File: config.mk
export PLATFORM = sky130hd
export DESIGN_NAME = aes3_cu_buffer_manager
export DESIGN_NICKNAME = d
export VERILOG_FILES = /design/src/design/aes3_cu_pkg.sv /design/src/design/aes3_cu_buffer_manager.sv
export SDC_FILE = /design/constraint.sdc
export NUM_CORES = 2
export LEC_CHECK = 0
export BUFFER_PORTS_ARGS = -buffer_cell sky130_fd_sc_hd__buf_2
export CAP_MARGIN = 20
export CORE_MARGIN = 1
export CORE_UTILIZATION = 35
export CTS_CLUSTER_SIZE = 20
export DETAILED_ROUTE_END_ITERATION = 8
export PLACE_DENSITY = 0.59
export SLEW_MARGIN = 15
export SYNTH_ARGS = -nofsm -noshare
export SYNTH_HDL_FRONTEND = slang
export SYNTH_SLANG_ARGS = --single-unit
File: constraint.sdc
create_clock -name clk_sys -period 14.9 [get_ports clk_sys]
set_input_delay 2.98 -clock clk_sys [delete_from_list [all_inputs] [get_ports clk_sys]]
set_output_delay 2.98 -clock clk_sys [all_outputs]
set_load 0.01 [all_outputs]
File: src/design/aes3_cu_pkg.sv
/*
  Shared constants and carrier types for the channel-status and user-bit
  buffer manager. Assumes a 32-bit Avalon-MM register bus, word aligned.
*/
`default_nettype none
package aes3_cu_pkg;
  ////////////////////////////////////////////////////////////////////////
  // geometry
  localparam int BLOCK_WORDS  = 24;   // 16-bit words per block
  localparam int BLOCK_FRAMES = 192;  // frames per block
  localparam int PTR_WORDS    = 48;   // staging words behind the port
  localparam int SYNC_STAGES  = 3;
  // register indices; byte address is four times the index
  localparam logic [7:0] CTRL_IDX      = 8'h01;
  localparam logic [7:0] STATUS_IDX    = 8'h02;
  localparam logic [7:0] PTR_IDX       = 8'h03;
  localparam logic [7:0] PORT_IDX      = 8'h04;
  localparam logic [7:0] CS_BASE_IDX   = 8'h20;
  localparam logic [7:0] USER_BASE_IDX = 8'h40;
  // control fields
  localparam int CTRL_INHIBIT_BIT  = 0;
  localparam int CTRL_TWO_BYTE_BIT = 1;
  localparam int CTRL_SEL_B_BIT    = 2;
  localparam int CTRL_USER_BLK_BIT = 3;
  localparam int CTRL_XFER_IE_BIT  = 4;
  localparam logic [4:0] CTRL_RESET = 5'h00;
  // status fields
  localparam int STATUS_XFER_BIT  = 0;
  localparam int STATUS_PRO_A_BIT = 1;
  localparam int STATUS_PRO_B_BIT = 2;
  // check byte generator
  localparam logic [7:0] CRC_POLY = 8'h1D;
  localparam logic [7:0] CRC_INIT = 8'hFF;
  localparam int PRO_BIT = 7;
  localparam logic [15:0] WORD_RESET = 16'h0000;

  // encoder request: frame strobe with its index, block boundary pulse
  typedef struct packed {
    logic       boundary;
    logic       frame_strobe;
    logic [7:0] frame_idx;
  } enc_req_t;

  // bits handed to the encoder for the strobed frame
  typedef struct packed {
    logic cs_a;
    logic cs_b;
    logic user_a;
    logic user_b;
  } enc_bits_t;
endpackage : aes3_cu_pkg
`default_nettype wire

File: src/design/aes3_cu_buffer_manager.sv
/*
  Channel-status and user-bit staging and transmit buffers with an
  Avalon-MM register slave, check byte generation and user-bit modes.
  Assumes the encoder runs on clk_sys and strobes each frame index.
*/
// Implementation choices: the Avalon-MM interface to the registers and the address map.
// Overview of operation
// - staging buffer readable and writable over bus
// - transfer raises interrupt when enabled
// - inhibit bit blocks staging-to-transmit transfers
// - professional block gets automatic check byte
// - hardware serial input also gets check byte
// - software mode reaches every channel status bit
// - 24 words, A upper byte, B lower
// - one control bit picks byte mode
// - one-byte read returns A or B
// - one-byte write stores byte in both
// - auto-incrementing port for whole-block transfers
// - two-byte read gives A then B
// - all-zero mode sends only zero user bits
// - block mode buffers host user data twice
// - user buffer always uses two-byte access
// - user word interleaves A7 B7 down B0
// - transmit buffer sole source, block loaded
// - byte MSB sent first, byte 0 base
// - full blocks of status and user held
`default_nettype none
module aes3_cu_buffer_manager
  import aes3_cu_pkg::*;
(
  input  wire logic        clk_sys,
  input  wire logic        rstn,
  input  wire logic        ce,
  input  wire logic [9:0]  address,
  input  wire logic        read,
  input  wire logic        write,
  input  wire logic [31:0] writedata,
  input  wire logic [3:0]  byteenable,
  output logic      [31:0] readdata,
  output logic             waitrequest,
  input  wire enc_req_t    enc_req,
  output enc_bits_t        enc_bits,
  input  wire logic        hw_mode_pin,
  input  wire logic        cs_serial_pin,
  output logic             xfer_irq
);
  ////////////////////////////////////////////////////////////////////////
  // storage: staging (e) and transmit (f) blocks
  logic [15:0] cs_e [BLOCK_WORDS];
  logic [15:0] cs_f [BLOCK_WORDS];
  logic [15:0] u_e  [BLOCK_WORDS];
  logic [15:0] u_f  [BLOCK_WORDS];
  logic [4:0]  ctrl_reg;
  logic        xfer_flag_reg;
  logic        xfer_done_reg;
  logic        ack_reg;
  logic [31:0] readdata_reg;
  logic [5:0]  ptr_reg;
  logic [5:0]  ptr_next;
  enc_bits_t   bits_reg;
  logic [SYNC_STAGES-1:0] hw_sync_reg;
  logic [SYNC_STAGES-1:0] ser_sync_reg;
  logic        hw_mode_reg;
  logic        ser_bit_reg;

  wire logic inhibit  = ctrl_reg[CTRL_INHIBIT_BIT];
  wire logic two_byte = ctrl_reg[CTRL_TWO_BYTE_BIT];
  wire logic sel_b    = ctrl_reg[CTRL_SEL_B_BIT];
  wire logic user_blk = ctrl_reg[CTRL_USER_BLK_BIT];
  wire logic xfer_ie  = ctrl_reg[CTRL_XFER_IE_BIT];

  ////////////////////////////////////////////////////////////////////////
  // bus handshake: one wait state, frozen while ce is low
  wire logic req    = read | write;
  wire logic take   = req & ack_reg & ce;
  wire logic [7:0] idx = address[9:2];
  assign waitrequest = req & ~(ack_reg & ce);
  assign readdata    = readdata_reg;

  always_ff @(posedge clk_sys or negedge rstn)
  begin
    if (!rstn)
      ack_reg <= 1'b0;
    else if (ce)
      ack_reg <= req & ~ack_reg;
  end

  // staging word selected by a direct window or by the port pointer
  logic [5:0] word;
  logic       word_hit;
  always_comb
  begin
    word     = 6'h00;
    word_hit = 1'b0;
    if (idx >= CS_BASE_IDX && idx < CS_BASE_IDX + 8'(BLOCK_WORDS))
    begin
      word     = 6'(idx - CS_BASE_IDX);
      word_hit = 1'b1;
    end
    else if (idx >= USER_BASE_IDX && idx < USER_BASE_IDX + 8'(BLOCK_WORDS))
    begin
      word     = 6'(idx - USER_BASE_IDX) + 6'(BLOCK_WORDS);
      word_hit = 1'b1;
    end
    else if (idx == PORT_IDX)
    begin
      word     = ptr_reg;
      word_hit = 1'b1;
    end
  end

  wire logic is_user = word >= 6'(BLOCK_WORDS);
  wire logic [4:0] slot = is_user ? 5'(word - 6'(BLOCK_WORDS)) : word[4:0];

  ////////////////////////////////////////////////////////////////////////
  // read data is captured in the wait cycle so it stands at the taking edge
  logic [15:0] rd_word;
  logic [31:0] rd_val;
  always_comb
  begin
    rd_word = is_user ? u_e[slot] : cs_e[slot];
    rd_val  = 32'h0000_0000;
    if (word_hit && (is_user || two_byte))
      rd_val = {16'h0000, rd_word};
    else if (word_hit)
      rd_val = {24'h00_0000, sel_b ? rd_word[7:0] : rd_word[15:8]};
    else if (idx == CTRL_IDX)
      rd_val = {27'h000_0000, ctrl_reg};
    else if (idx == STATUS_IDX)
      rd_val = {29'h0000_0000, cs_f[0][PRO_BIT], cs_f[0][8+PRO_BIT],
                xfer_flag_reg};
    else if (idx == PTR_IDX)
      rd_val = {26'h000_0000, ptr_reg};
  end

  always_ff @(posedge clk_sys or negedge rstn)
  begin
    if (!rstn)
      readdata_reg <= 32'h0000_0000;
    else if (ce && read && !ack_reg)
      readdata_reg <= rd_val;
  end

  ////////////////////////////////////////////////////////////////////////
  // control register and auto-incrementing port pointer
  always_ff @(posedge clk_sys or negedge rstn)
  begin
    if (!rstn)
      ctrl_reg <= CTRL_RESET;
    else if (take && write && idx == CTRL_IDX && byteenable[0])
      ctrl_reg <= writedata[4:0];
  end

  always_comb
  begin
    ptr_next = ptr_reg;
    // a write of it loads the pointer and any port access advances it; a read of it must leave it alone
    if (take && write && idx == PTR_IDX && byteenable[0])
      ptr_next = (writedata[5:0] < 6'(PTR_WORDS)) ? writedata[5:0] : 6'h00;
    else if (take && idx == PORT_IDX)
      ptr_next = (ptr_reg == 6'(PTR_WORDS - 1)) ? 6'h00 : ptr_reg + 6'h01;
  end

  always_ff @(posedge clk_sys or negedge rstn)
  begin
    if (!rstn)
      ptr_reg <= 6'h00;
    else if (ce)
      ptr_reg <= ptr_next;
  end

  ////////////////////////////////////////////////////////////////////////
  // pin synchronisers: a change counts once stages two and three agree
  always_ff @(posedge clk_sys or negedge rstn)
  begin
    if (!rstn)
    begin
      hw_sync_reg  <= '0;
      ser_sync_reg <= '0;
      hw_mode_reg  <= 1'b0;
      ser_bit_reg  <= 1'b0;
    end
    else if (ce)
    begin
      hw_sync_reg  <= {hw_sync_reg[SYNC_STAGES-2:0], hw_mode_pin};
      ser_sync_reg <= {ser_sync_reg[SYNC_STAGES-2:0], cs_serial_pin};
      if (hw_sync_reg[1] == hw_sync_reg[2])
        hw_mode_reg <= hw_sync_reg[2];
      if (ser_sync_reg[1] == ser_sync_reg[2])
        ser_bit_reg <= ser_sync_reg[2];
    end
  end

  ////////////////////////////////////////////////////////////////////////
  // staging writes; the transfer only reads them, so held data survives
  wire logic bus_wr = take && write && word_hit;
  wire logic [2:0] fbit = 3'(7 - int'(enc_req.frame_idx[2:0]));
  wire logic [4:0] fword = enc_req.frame_idx[7:3];

  always_ff @(posedge clk_sys or negedge rstn)
  begin
    if (!rstn)
    begin
      for (int i = 0; i < BLOCK_WORDS; i++)
      begin
        cs_e[i] <= WORD_RESET;
        u_e[i]  <= WORD_RESET;
      end
    end
    else if (ce)
    begin
      if (bus_wr && is_user)
      begin
        if (byteenable[1]) u_e[slot][15:8] <= writedata[15:8];
        if (byteenable[0]) u_e[slot][7:0]  <= writedata[7:0];
      end
      else if (bus_wr && !hw_mode_reg && two_byte)
      begin
        if (byteenable[1]) cs_e[slot][15:8] <= writedata[15:8];
        if (byteenable[0]) cs_e[slot][7:0]  <= writedata[7:0];
      end
      else if (bus_wr && !hw_mode_reg && byteenable[0])
        cs_e[slot] <= {writedata[7:0], writedata[7:0]};
      // serial channel status in hardware mode, same bit for A and B
      if (hw_mode_reg && enc_req.frame_strobe &&
          enc_req.frame_idx < 8'(BLOCK_FRAMES))
      begin
        cs_e[fword][8+fbit] <= ser_bit_reg;
        cs_e[fword][fbit]   <= ser_bit_reg;
      end
    end
  end

  ////////////////////////////////////////////////////////////////////////
  // check byte over bytes 0..22, first transmitted bit first
  function automatic logic [7:0] check_byte(input logic [183:0] d);
    logic [7:0] c;
    logic       fb;
    c = CRC_INIT;
    for (int i = 183; i >= 0; i--)
    begin
      fb = c[7] ^ d[i];
      c  = {c[6:0], 1'b0} ^ (fb ? CRC_POLY : 8'h00);
    end
    return c;
  endfunction : check_byte

  logic [183:0] blk_a;
  logic [183:0] blk_b;
  always_comb
  begin
    for (int i = 0; i < BLOCK_WORDS - 1; i++)
    begin
      blk_a[8*(22-i) +: 8] = cs_e[i][15:8];
      blk_b[8*(22-i) +: 8] = cs_e[i][7:0];
    end
  end
  wire logic [7:0] crc_a = check_byte(blk_a);
  wire logic [7:0] crc_b = check_byte(blk_b);

  ////////////////////////////////////////////////////////////////////////
  // whole-block transfer at the boundary unless inhibited
  wire logic do_xfer = ce && enc_req.boundary && !inhibit;

  always_ff @(posedge clk_sys or negedge rstn)
  begin
    if (!rstn)
    begin
      for (int i = 0; i < BLOCK_WORDS; i++)
      begin
        cs_f[i] <= WORD_RESET;
        u_f[i]  <= WORD_RESET;
      end
    end
    else if (do_xfer)
    begin
      for (int i = 0; i < BLOCK_WORDS; i++)
      begin
        cs_f[i] <= cs_e[i];
        u_f[i]  <= u_e[i];
      end
      if (cs_e[0][8+PRO_BIT])
        cs_f[BLOCK_WORDS-1][15:8] <= crc_a;
      if (cs_e[0][PRO_BIT])
        cs_f[BLOCK_WORDS-1][7:0] <= crc_b;
    end
  end

  // transfer event: sticky flag, write one to clear, set wins
  wire logic flag_clr = take && write && idx == STATUS_IDX &&
                        byteenable[0] && writedata[STATUS_XFER_BIT];
  always_ff @(posedge clk_sys or negedge rstn)
  begin
    if (!rstn)
    begin
      xfer_done_reg <= 1'b0;
      xfer_flag_reg <= 1'b0;
    end
    else if (ce)
    begin
      xfer_done_reg <= do_xfer;
      xfer_flag_reg <= do_xfer | (xfer_flag_reg & ~flag_clr);
    end
  end
  assign xfer_irq = xfer_flag_reg & xfer_ie;

  ////////////////////////////////////////////////////////////////////////
  // encoder bits: byte MSB first, user words interleave A then B
  always_ff @(posedge clk_sys or negedge rstn)
  begin
    if (!rstn)
      bits_reg <= '0;
    else if (ce && enc_req.frame_strobe)
    begin
      if (enc_req.frame_idx < 8'(BLOCK_FRAMES))
      begin
        bits_reg.cs_a   <= cs_f[fword][8+fbit];
        bits_reg.cs_b   <= cs_f[fword][fbit];
        bits_reg.user_a <= user_blk & u_f[fword][{fbit, 1'b1}];
        bits_reg.user_b <= user_blk & u_f[fword][{fbit, 1'b0}];
      end
      else
        bits_reg <= '0;
    end
  end
  assign enc_bits = bits_reg;
endmodule : aes3_cu_buffer_manager
`default_nettype wire

# Yosys cells after proc, flatten, opt, wreduce, memory -nomap -nowiden
# Cells that the tools add are included.
# Widths: inputs -> output; s select.
# classes
n_addsub	7
multipliers	0
n_div	0
n_lt_le_gt_ge	17
eq_ne	7
shift	0
muxes	444
n_bitwise	750
n_reduce_logical	37
# ops
operator	count
$mux 384	14
$xor 8x5->8	366
$bwmux 384	7
$mux 5	369
$demux 16 s5	5
$xor 1x1->1	366
$bmux 16 s5	4
$mux 16	13
$mux 6	10
$mux 8	6
$ge 32x1->1 const B	1
$logic_and 1x1->1	28
$eq 8x2->1 const B	2
$not 4->7	2
$ge 6x6->1 const B	2
$lt 6x1->1 const B	2
$not 5->6	2
$lt 4x5->1 const B	2
$and 1x1->1	9
$bmux 1 s3	3
$mux 1	9
$eq 8x1->1 const B	1
$eq 8x3->1 const B	1
$ge 8x6->1 const B	1
other kinds (28)	37
# word_totals
ff_bits	1593
latch_bits	0
ram_bits	0
mem_bits_ro	0
inputBits	63
word_cells	1371
n_memories	0

# Logic depth before layout (Yosys ltp)
# depth
word_depth	552
depth_mapped	31
mapped_depth_nobuf	29

# Worst setup path after synthesis
# OpenSTA, ideal clock, no wires.
# synth_timing
kind	flip-flop to flip-flop
from	reg cs_e (netlist bit blk_a[179])
to	reg cs_f[12] (netlist name)
arrival_ns	11.612
required_time_ns	14.763
setup_slack_ns	3.151
path_stages_with_launch	31
path_buffers	1
path_cell_list	dfrtp_1 > buf_4 > xnor3_1 > xnor3_2 > xnor3_2 > xnor2_2 > xor3_1 > xnor2_2 > xnor3_2 > xnor2_4 > xnor3_1 > xnor2_1 > xnor3_1 > xnor3_2 > xnor3_1 > xnor3_1 > xor3_1 > xnor3_2 > xnor3_1 > xnor3_2 > xnor3_1 > xnor3_2 > xnor3_2 > xnor3_1 > xnor3_1 > xnor3_1 > xor2_1 > xnor3_1 > xnor3_1 > mux2i_1 > a21oi_1
# synth_via
elab_chain_len	271
# synth_rtl
element	line_no	source
start: declaration	aes3_cu_buffer_manager.sv:49	logic [15:0] cs_e [BLOCK_WORDS];
start signal: indexed assignment	aes3_cu_buffer_manager.sv:219	if (byteenable[1]) cs_e[slot][15:8] <= writedata[15:8];
start signal: indexed assignment	aes3_cu_buffer_manager.sv:220	if (byteenable[0]) cs_e[slot][7:0] <= writedata[7:0];
start signal: indexed assignment	aes3_cu_buffer_manager.sv:223	cs_e[slot] <= {writedata[7:0], writedata[7:0]};
$xor 1x1->1 (*)	aes3_cu_buffer_manager.sv:242	fb = c[7] ^ d[i];
$mux 5 (*)	aes3_cu_buffer_manager.sv:243	c = {c[6:0], 1'b0} ^ (fb ? CRC_POLY : 8'h00);
$xor 8x5->8 (*) (4 in a row)	aes3_cu_buffer_manager.sv:243	
$xor 1x1->1 / $xor 8x5->8 (equally long branches)	aes3_cu_buffer_manager.sv:242, aes3_cu_buffer_manager.sv:243	
$mux 5, or another cell as far along	aes3_cu_buffer_manager.sv:243	
$xor 8x5->8 (*) (4 in a row)	aes3_cu_buffer_manager.sv:243	
$xor 1x1->1 / $xor 8x5->8 (equally long branches)	aes3_cu_buffer_manager.sv:242, aes3_cu_buffer_manager.sv:243	
$mux 5, or another cell as far along	aes3_cu_buffer_manager.sv:243	
[240 not listed]	n/a	
$xor 8x5->8 (*) (4 in a row)	aes3_cu_buffer_manager.sv:243	
$xor 1x1->1 / $xor 8x5->8 (equally long branches)	aes3_cu_buffer_manager.sv:242, aes3_cu_buffer_manager.sv:243	
$mux 5, or another cell as far along	aes3_cu_buffer_manager.sv:243	
$xor 8x5->8 (*) (5 in a row)	aes3_cu_buffer_manager.sv:243	
$xor 1x1->1 / $xor 8x5->8 (equally long branches)	aes3_cu_buffer_manager.sv:242, aes3_cu_buffer_manager.sv:243	
$mux 5, or another cell as far along	aes3_cu_buffer_manager.sv:243	
$xor 8x5->8 (*) (3 in a row)	aes3_cu_buffer_manager.sv:243	
$mux 8 (*)	aes3_cu_buffer_manager.sv:282	if (cs_e[0][8+PRO_BIT])
end signal: indexed assignment	aes3_cu_buffer_manager.sv:279	cs_f[i] <= cs_e[i];
end signal: indexed assignment	aes3_cu_buffer_manager.sv:283	cs_f[BLOCK_WORDS-1][15:8] <= crc_a;
end signal: indexed assignment	aes3_cu_buffer_manager.sv:285	cs_f[BLOCK_WORDS-1][7:0] <= crc_b;
end: declaration	aes3_cu_buffer_manager.sv:50	logic [15:0] cs_f [BLOCK_WORDS];
# Mark *: on every way between the ends. The rest lies on a longest branch, timed or not.
# A chain may end at the register's enable or synchronous reset.

# Final worst setup path
# layout_timing
from	reg cs_e (netlist bit blk_a[179])
to	reg cs_f[15] (netlist name)
# layout_via
elab_chain_len	271
# layout_rtl
element	line_no
$xor 1x1->1 (*)	aes3_cu_buffer_manager.sv:242
$mux 5 (*)	aes3_cu_buffer_manager.sv:243
$xor 8x5->8 (*) (4 in a row)	aes3_cu_buffer_manager.sv:243
$xor 1x1->1	aes3_cu_buffer_manager.sv:242
$mux 5	aes3_cu_buffer_manager.sv:243
$xor 8x5->8 (*) (4 in a row)	aes3_cu_buffer_manager.sv:243
$xor 1x1->1	aes3_cu_buffer_manager.sv:242
$mux 5	aes3_cu_buffer_manager.sv:243
[240 not listed]	n/a
$xor 8x5->8 (*) (4 in a row)	aes3_cu_buffer_manager.sv:243
$xor 1x1->1	aes3_cu_buffer_manager.sv:242
$mux 5	aes3_cu_buffer_manager.sv:243
$xor 8x5->8 (*) (4 in a row)	aes3_cu_buffer_manager.sv:243
$xor 1x1->1	aes3_cu_buffer_manager.sv:242
$mux 5	aes3_cu_buffer_manager.sv:243
$xor 8x5->8 (*) (4 in a row)	aes3_cu_buffer_manager.sv:243
$mux 8 (*)	aes3_cu_buffer_manager.sv:282
# Marks and branches as above.

==> flow_summary.json <==
{
  "status": "finished with violations",
  "violations": "design-rule violations",
  "coreArea_um2": 294100,
  "drt_iter0_drc": 12000,
  "synth_top_cell_by_area": "dfrtp_1",
  "grt_util_all_layers_pct": 29.47,
  "critical-path-top-delay-family": "XOR/XNOR gates",
  "cts_tree": "yes",
  "reg2reg_depth": 29,
  "fin_crit_sh_pct": 88.86,
  "synth.cell_area_um2": 103500,
  "cts_inserted_buffers": 179,
  "synth_warnings": 0,
  "place_hpwl_um": 311300,
  "design_area_um2": 114200,
  "row_count": 199,
  "synthArstFlopShare_pct": 100.0,
  "hold_buffers": 0,
  "finalNetCount": 10630,
  "die_w_um": 545.8,
  "multiInputGateArea_um2": 60700,
  "arrival_ps": 14010,
  "htreeDepth": 4,
  "clock_path_buffers": 3,
  "finalSetupViolCount": 0,
  "final_util_pct": 38.83,
  "fin_skew_ps": 62.57,
  "drcViolationCount": 2,
  "critical_path.most_common_cell": "xnor3_1",
  "fin_ws_ps": 1659,
  "synthDominantCellAreaShare_pct": 38.13,
  "drt-vias-per-instance": 6.071,
  "ant_nets": 0,
  "cp.depth": 29,
  "synth.avg_cell_area_um2": 9.480,
  "wl_um": 448300,
  "fillers": 28780,
  "clock-sinks": 1577,
  "top_regs": "cs_f: 384 flops, u_e: 384 flops, u_f: 384 flops",
  "synth.area.top_cells": "dfrtp_1 (38%), nand2_1 (12%), xnor3_1 (9.2%), mux4_2 (4.7%), xnor2_1 (4.5%)",
  "timing_worst_setup_path_type": "register to register",
  "fmax_ghz": 0.07553,
  "io_pins": 101,
  "whs_path_depth": 2,
  "required_ps": 15670,
  "maxSlewHeadroom_pct": 16.20,
  "rsz0062_at_grt": "false",
  "die_height_um": 545.8,
  "seq_area_frac_synth_pct": 38.13,
  "post_cts_resized": 0,
  "wl_per_cell_um": 30.61,
  "regArea_um2": 39470,
  "dr_total_vias": 88910,
  "drv_slew": 0,
  "grt_start_max_net_pins": 229,
  "crit_path_start_kind": "register",
  "antenna_found_initial": 29,
  "tightest_slew_ps": 1252,
  "critPathMaxFanout": 10,
  "portBuffers": 64,
  "max_stage_delay_ps": 760,
  "hold_class": "register to register",
  "synth_edf_count": 0,
  "drive_gt1_share_pct": 12.64,
  "period_needed_ps": 13240,
  "hold_violations": 0,
  "synth_cell_types": 73,
  "dieArea_um2": 297900,
  "postCtsSetupRepairBufs": 0,
  "cts-root-buf": "clkbuf_16",
  "first_global_vias": 86040,
  "cp_slowest_cell": "dfrtp_1",
  "overflow": 0,
  "drt_pass1_iterations": 9,
  "initial_core_util_pct": 35.20,
  "netlist_top_cells_count": "nand2_1 (3439), dfrtp_1 (1577), clkbuf_1 (745)",
  "synth-main-ff-cell": "dfrtp_1",
  "clkSlewWorstSetupHoldPaths_ps": 60,
  "clock_latency_ps": 900,
  "netlist_instances": 10920,
  "grt_pass1_wl_um": 636500,
  "ys_ff_latch": 1577,
  "cap_violations": 0,
  "tns_ps": 0,
  "syn_to_final_growth_pct": 10.33,
  "place_area_um2": 107700,
  "gp_congestion": 1.034,
  "pre_cts_ws_ps": 1691,
  "yosysMostFrequentCell": "nand2_1",
  "cp-end-kind": "register",
  "worstPathBufferInverterCount": 0
}
## layer usage
| layer | wire length [um] | GRT usage, % |
|---|---|---|
| met2 | 190600 | 43.30 |
| met4 | 34730 | 19.37 |
| met1 | 172400 | 37.73 |
| met5 | 75 | 0 |
| met3 | 50460 | 8.530 |
## stage by stage
stage                     hold slack, ps  instances
after global placement             452.5      14290
after global routing               485.0      14630
after CTS                          471.9      14620
after floorplan                    440.4      10930
final                              469.9      14650
after detailed placement           457.0      14290
## layout by cell type, fill, tap and decap left out, drive strengths merged, types with 39 or more instances in the layout
| cell | netlist | routed |
|---|---|---|
| nand2 | 3439 | 3439 |
| dfrtp | 1577 | 1577 |
| o21ai | 573 | 573 |
| xnor2 | 572 | 572 |
| xnor3 | 455 | 455 |
| nor2 | 418 | 418 |
| mux2 | 385 | 385 |
| a21oi | 351 | 351 |
| buf | 114 | 305 |
| nand3 | 267 | 267 |
| clkbuf | 745 | 262 |
| xor2 | 224 | 224 |
| mux4 | 218 | 218 |
| a22o | 214 | 214 |
| a22oi | 182 | 182 |
| o22ai | 155 | 155 |
| a31oi | 137 | 137 |
| xor3 | 99 | 99 |
| and3 | 89 | 89 |
| inv | 71 | 77 |
| a311oi | 68 | 68 |
| a211oi | 43 | 43 |
| o221ai | 43 | 43 |
| a221oi | 43 | 43 |
| o211ai | 41 | 41 |
| nor3 | 39 | 39 |
## layout make-up
cell class,instances,area share [%]
Multi-Input combinational cell,8426,53.16
Sequential cell,1577,34.56
Clock buffer,262,4.592
Tap cell,3919,4.294
Timing Repair Buffer,305,2.177
Clock inverter,67,0.9434
Inverter,71,0.2334
Antenna cell,18,0.03945
## kinds of logic (layout without fill, tap and decap cells)
| kind of cell | count (synthesis) | count (layout) | synth area share [%] |
|---|---|---|---|
| simple gates | 4353 | 4353 | 16.65 |
| compound gates | 2071 | 2071 | 13.13 |
| flops | 1577 | 1577 | 38.13 |
| xor+xnor | 1350 | 1350 | 19.37 |
| buf+inv | 930 | 705 | 3.465 |
| mux | 634 | 634 | 9.232 |
| fa+ha+maj | 2 | 2 | 0.02417 |
| other cells | 1 | 34 | 0.003623 |
## final timing paths
path	slack, ps	to	startpoint
worst min register to register	470	u_f[146]	u_f[146]
min in group asynchronous	2060	u_e[144]	rstn
max in group asynchronous	9570	cs_f[313]	rstn
worst max-delay path	1660	cs_f[15]	blk_a[179]
worst max register to register	1660	cs_f[15]	blk_a[179]
worst min-delay path	470	u_f[146]	u_f[146]
## worst min-delay path, cell delays in order (launching register included)
cell,delay (ps)
dfrtp_1,340
nand2_1,50
nand2_1,50
Power is not shown: default switching activity piles up to over one toggle a cycle in this logic, so the estimate is an artifact.
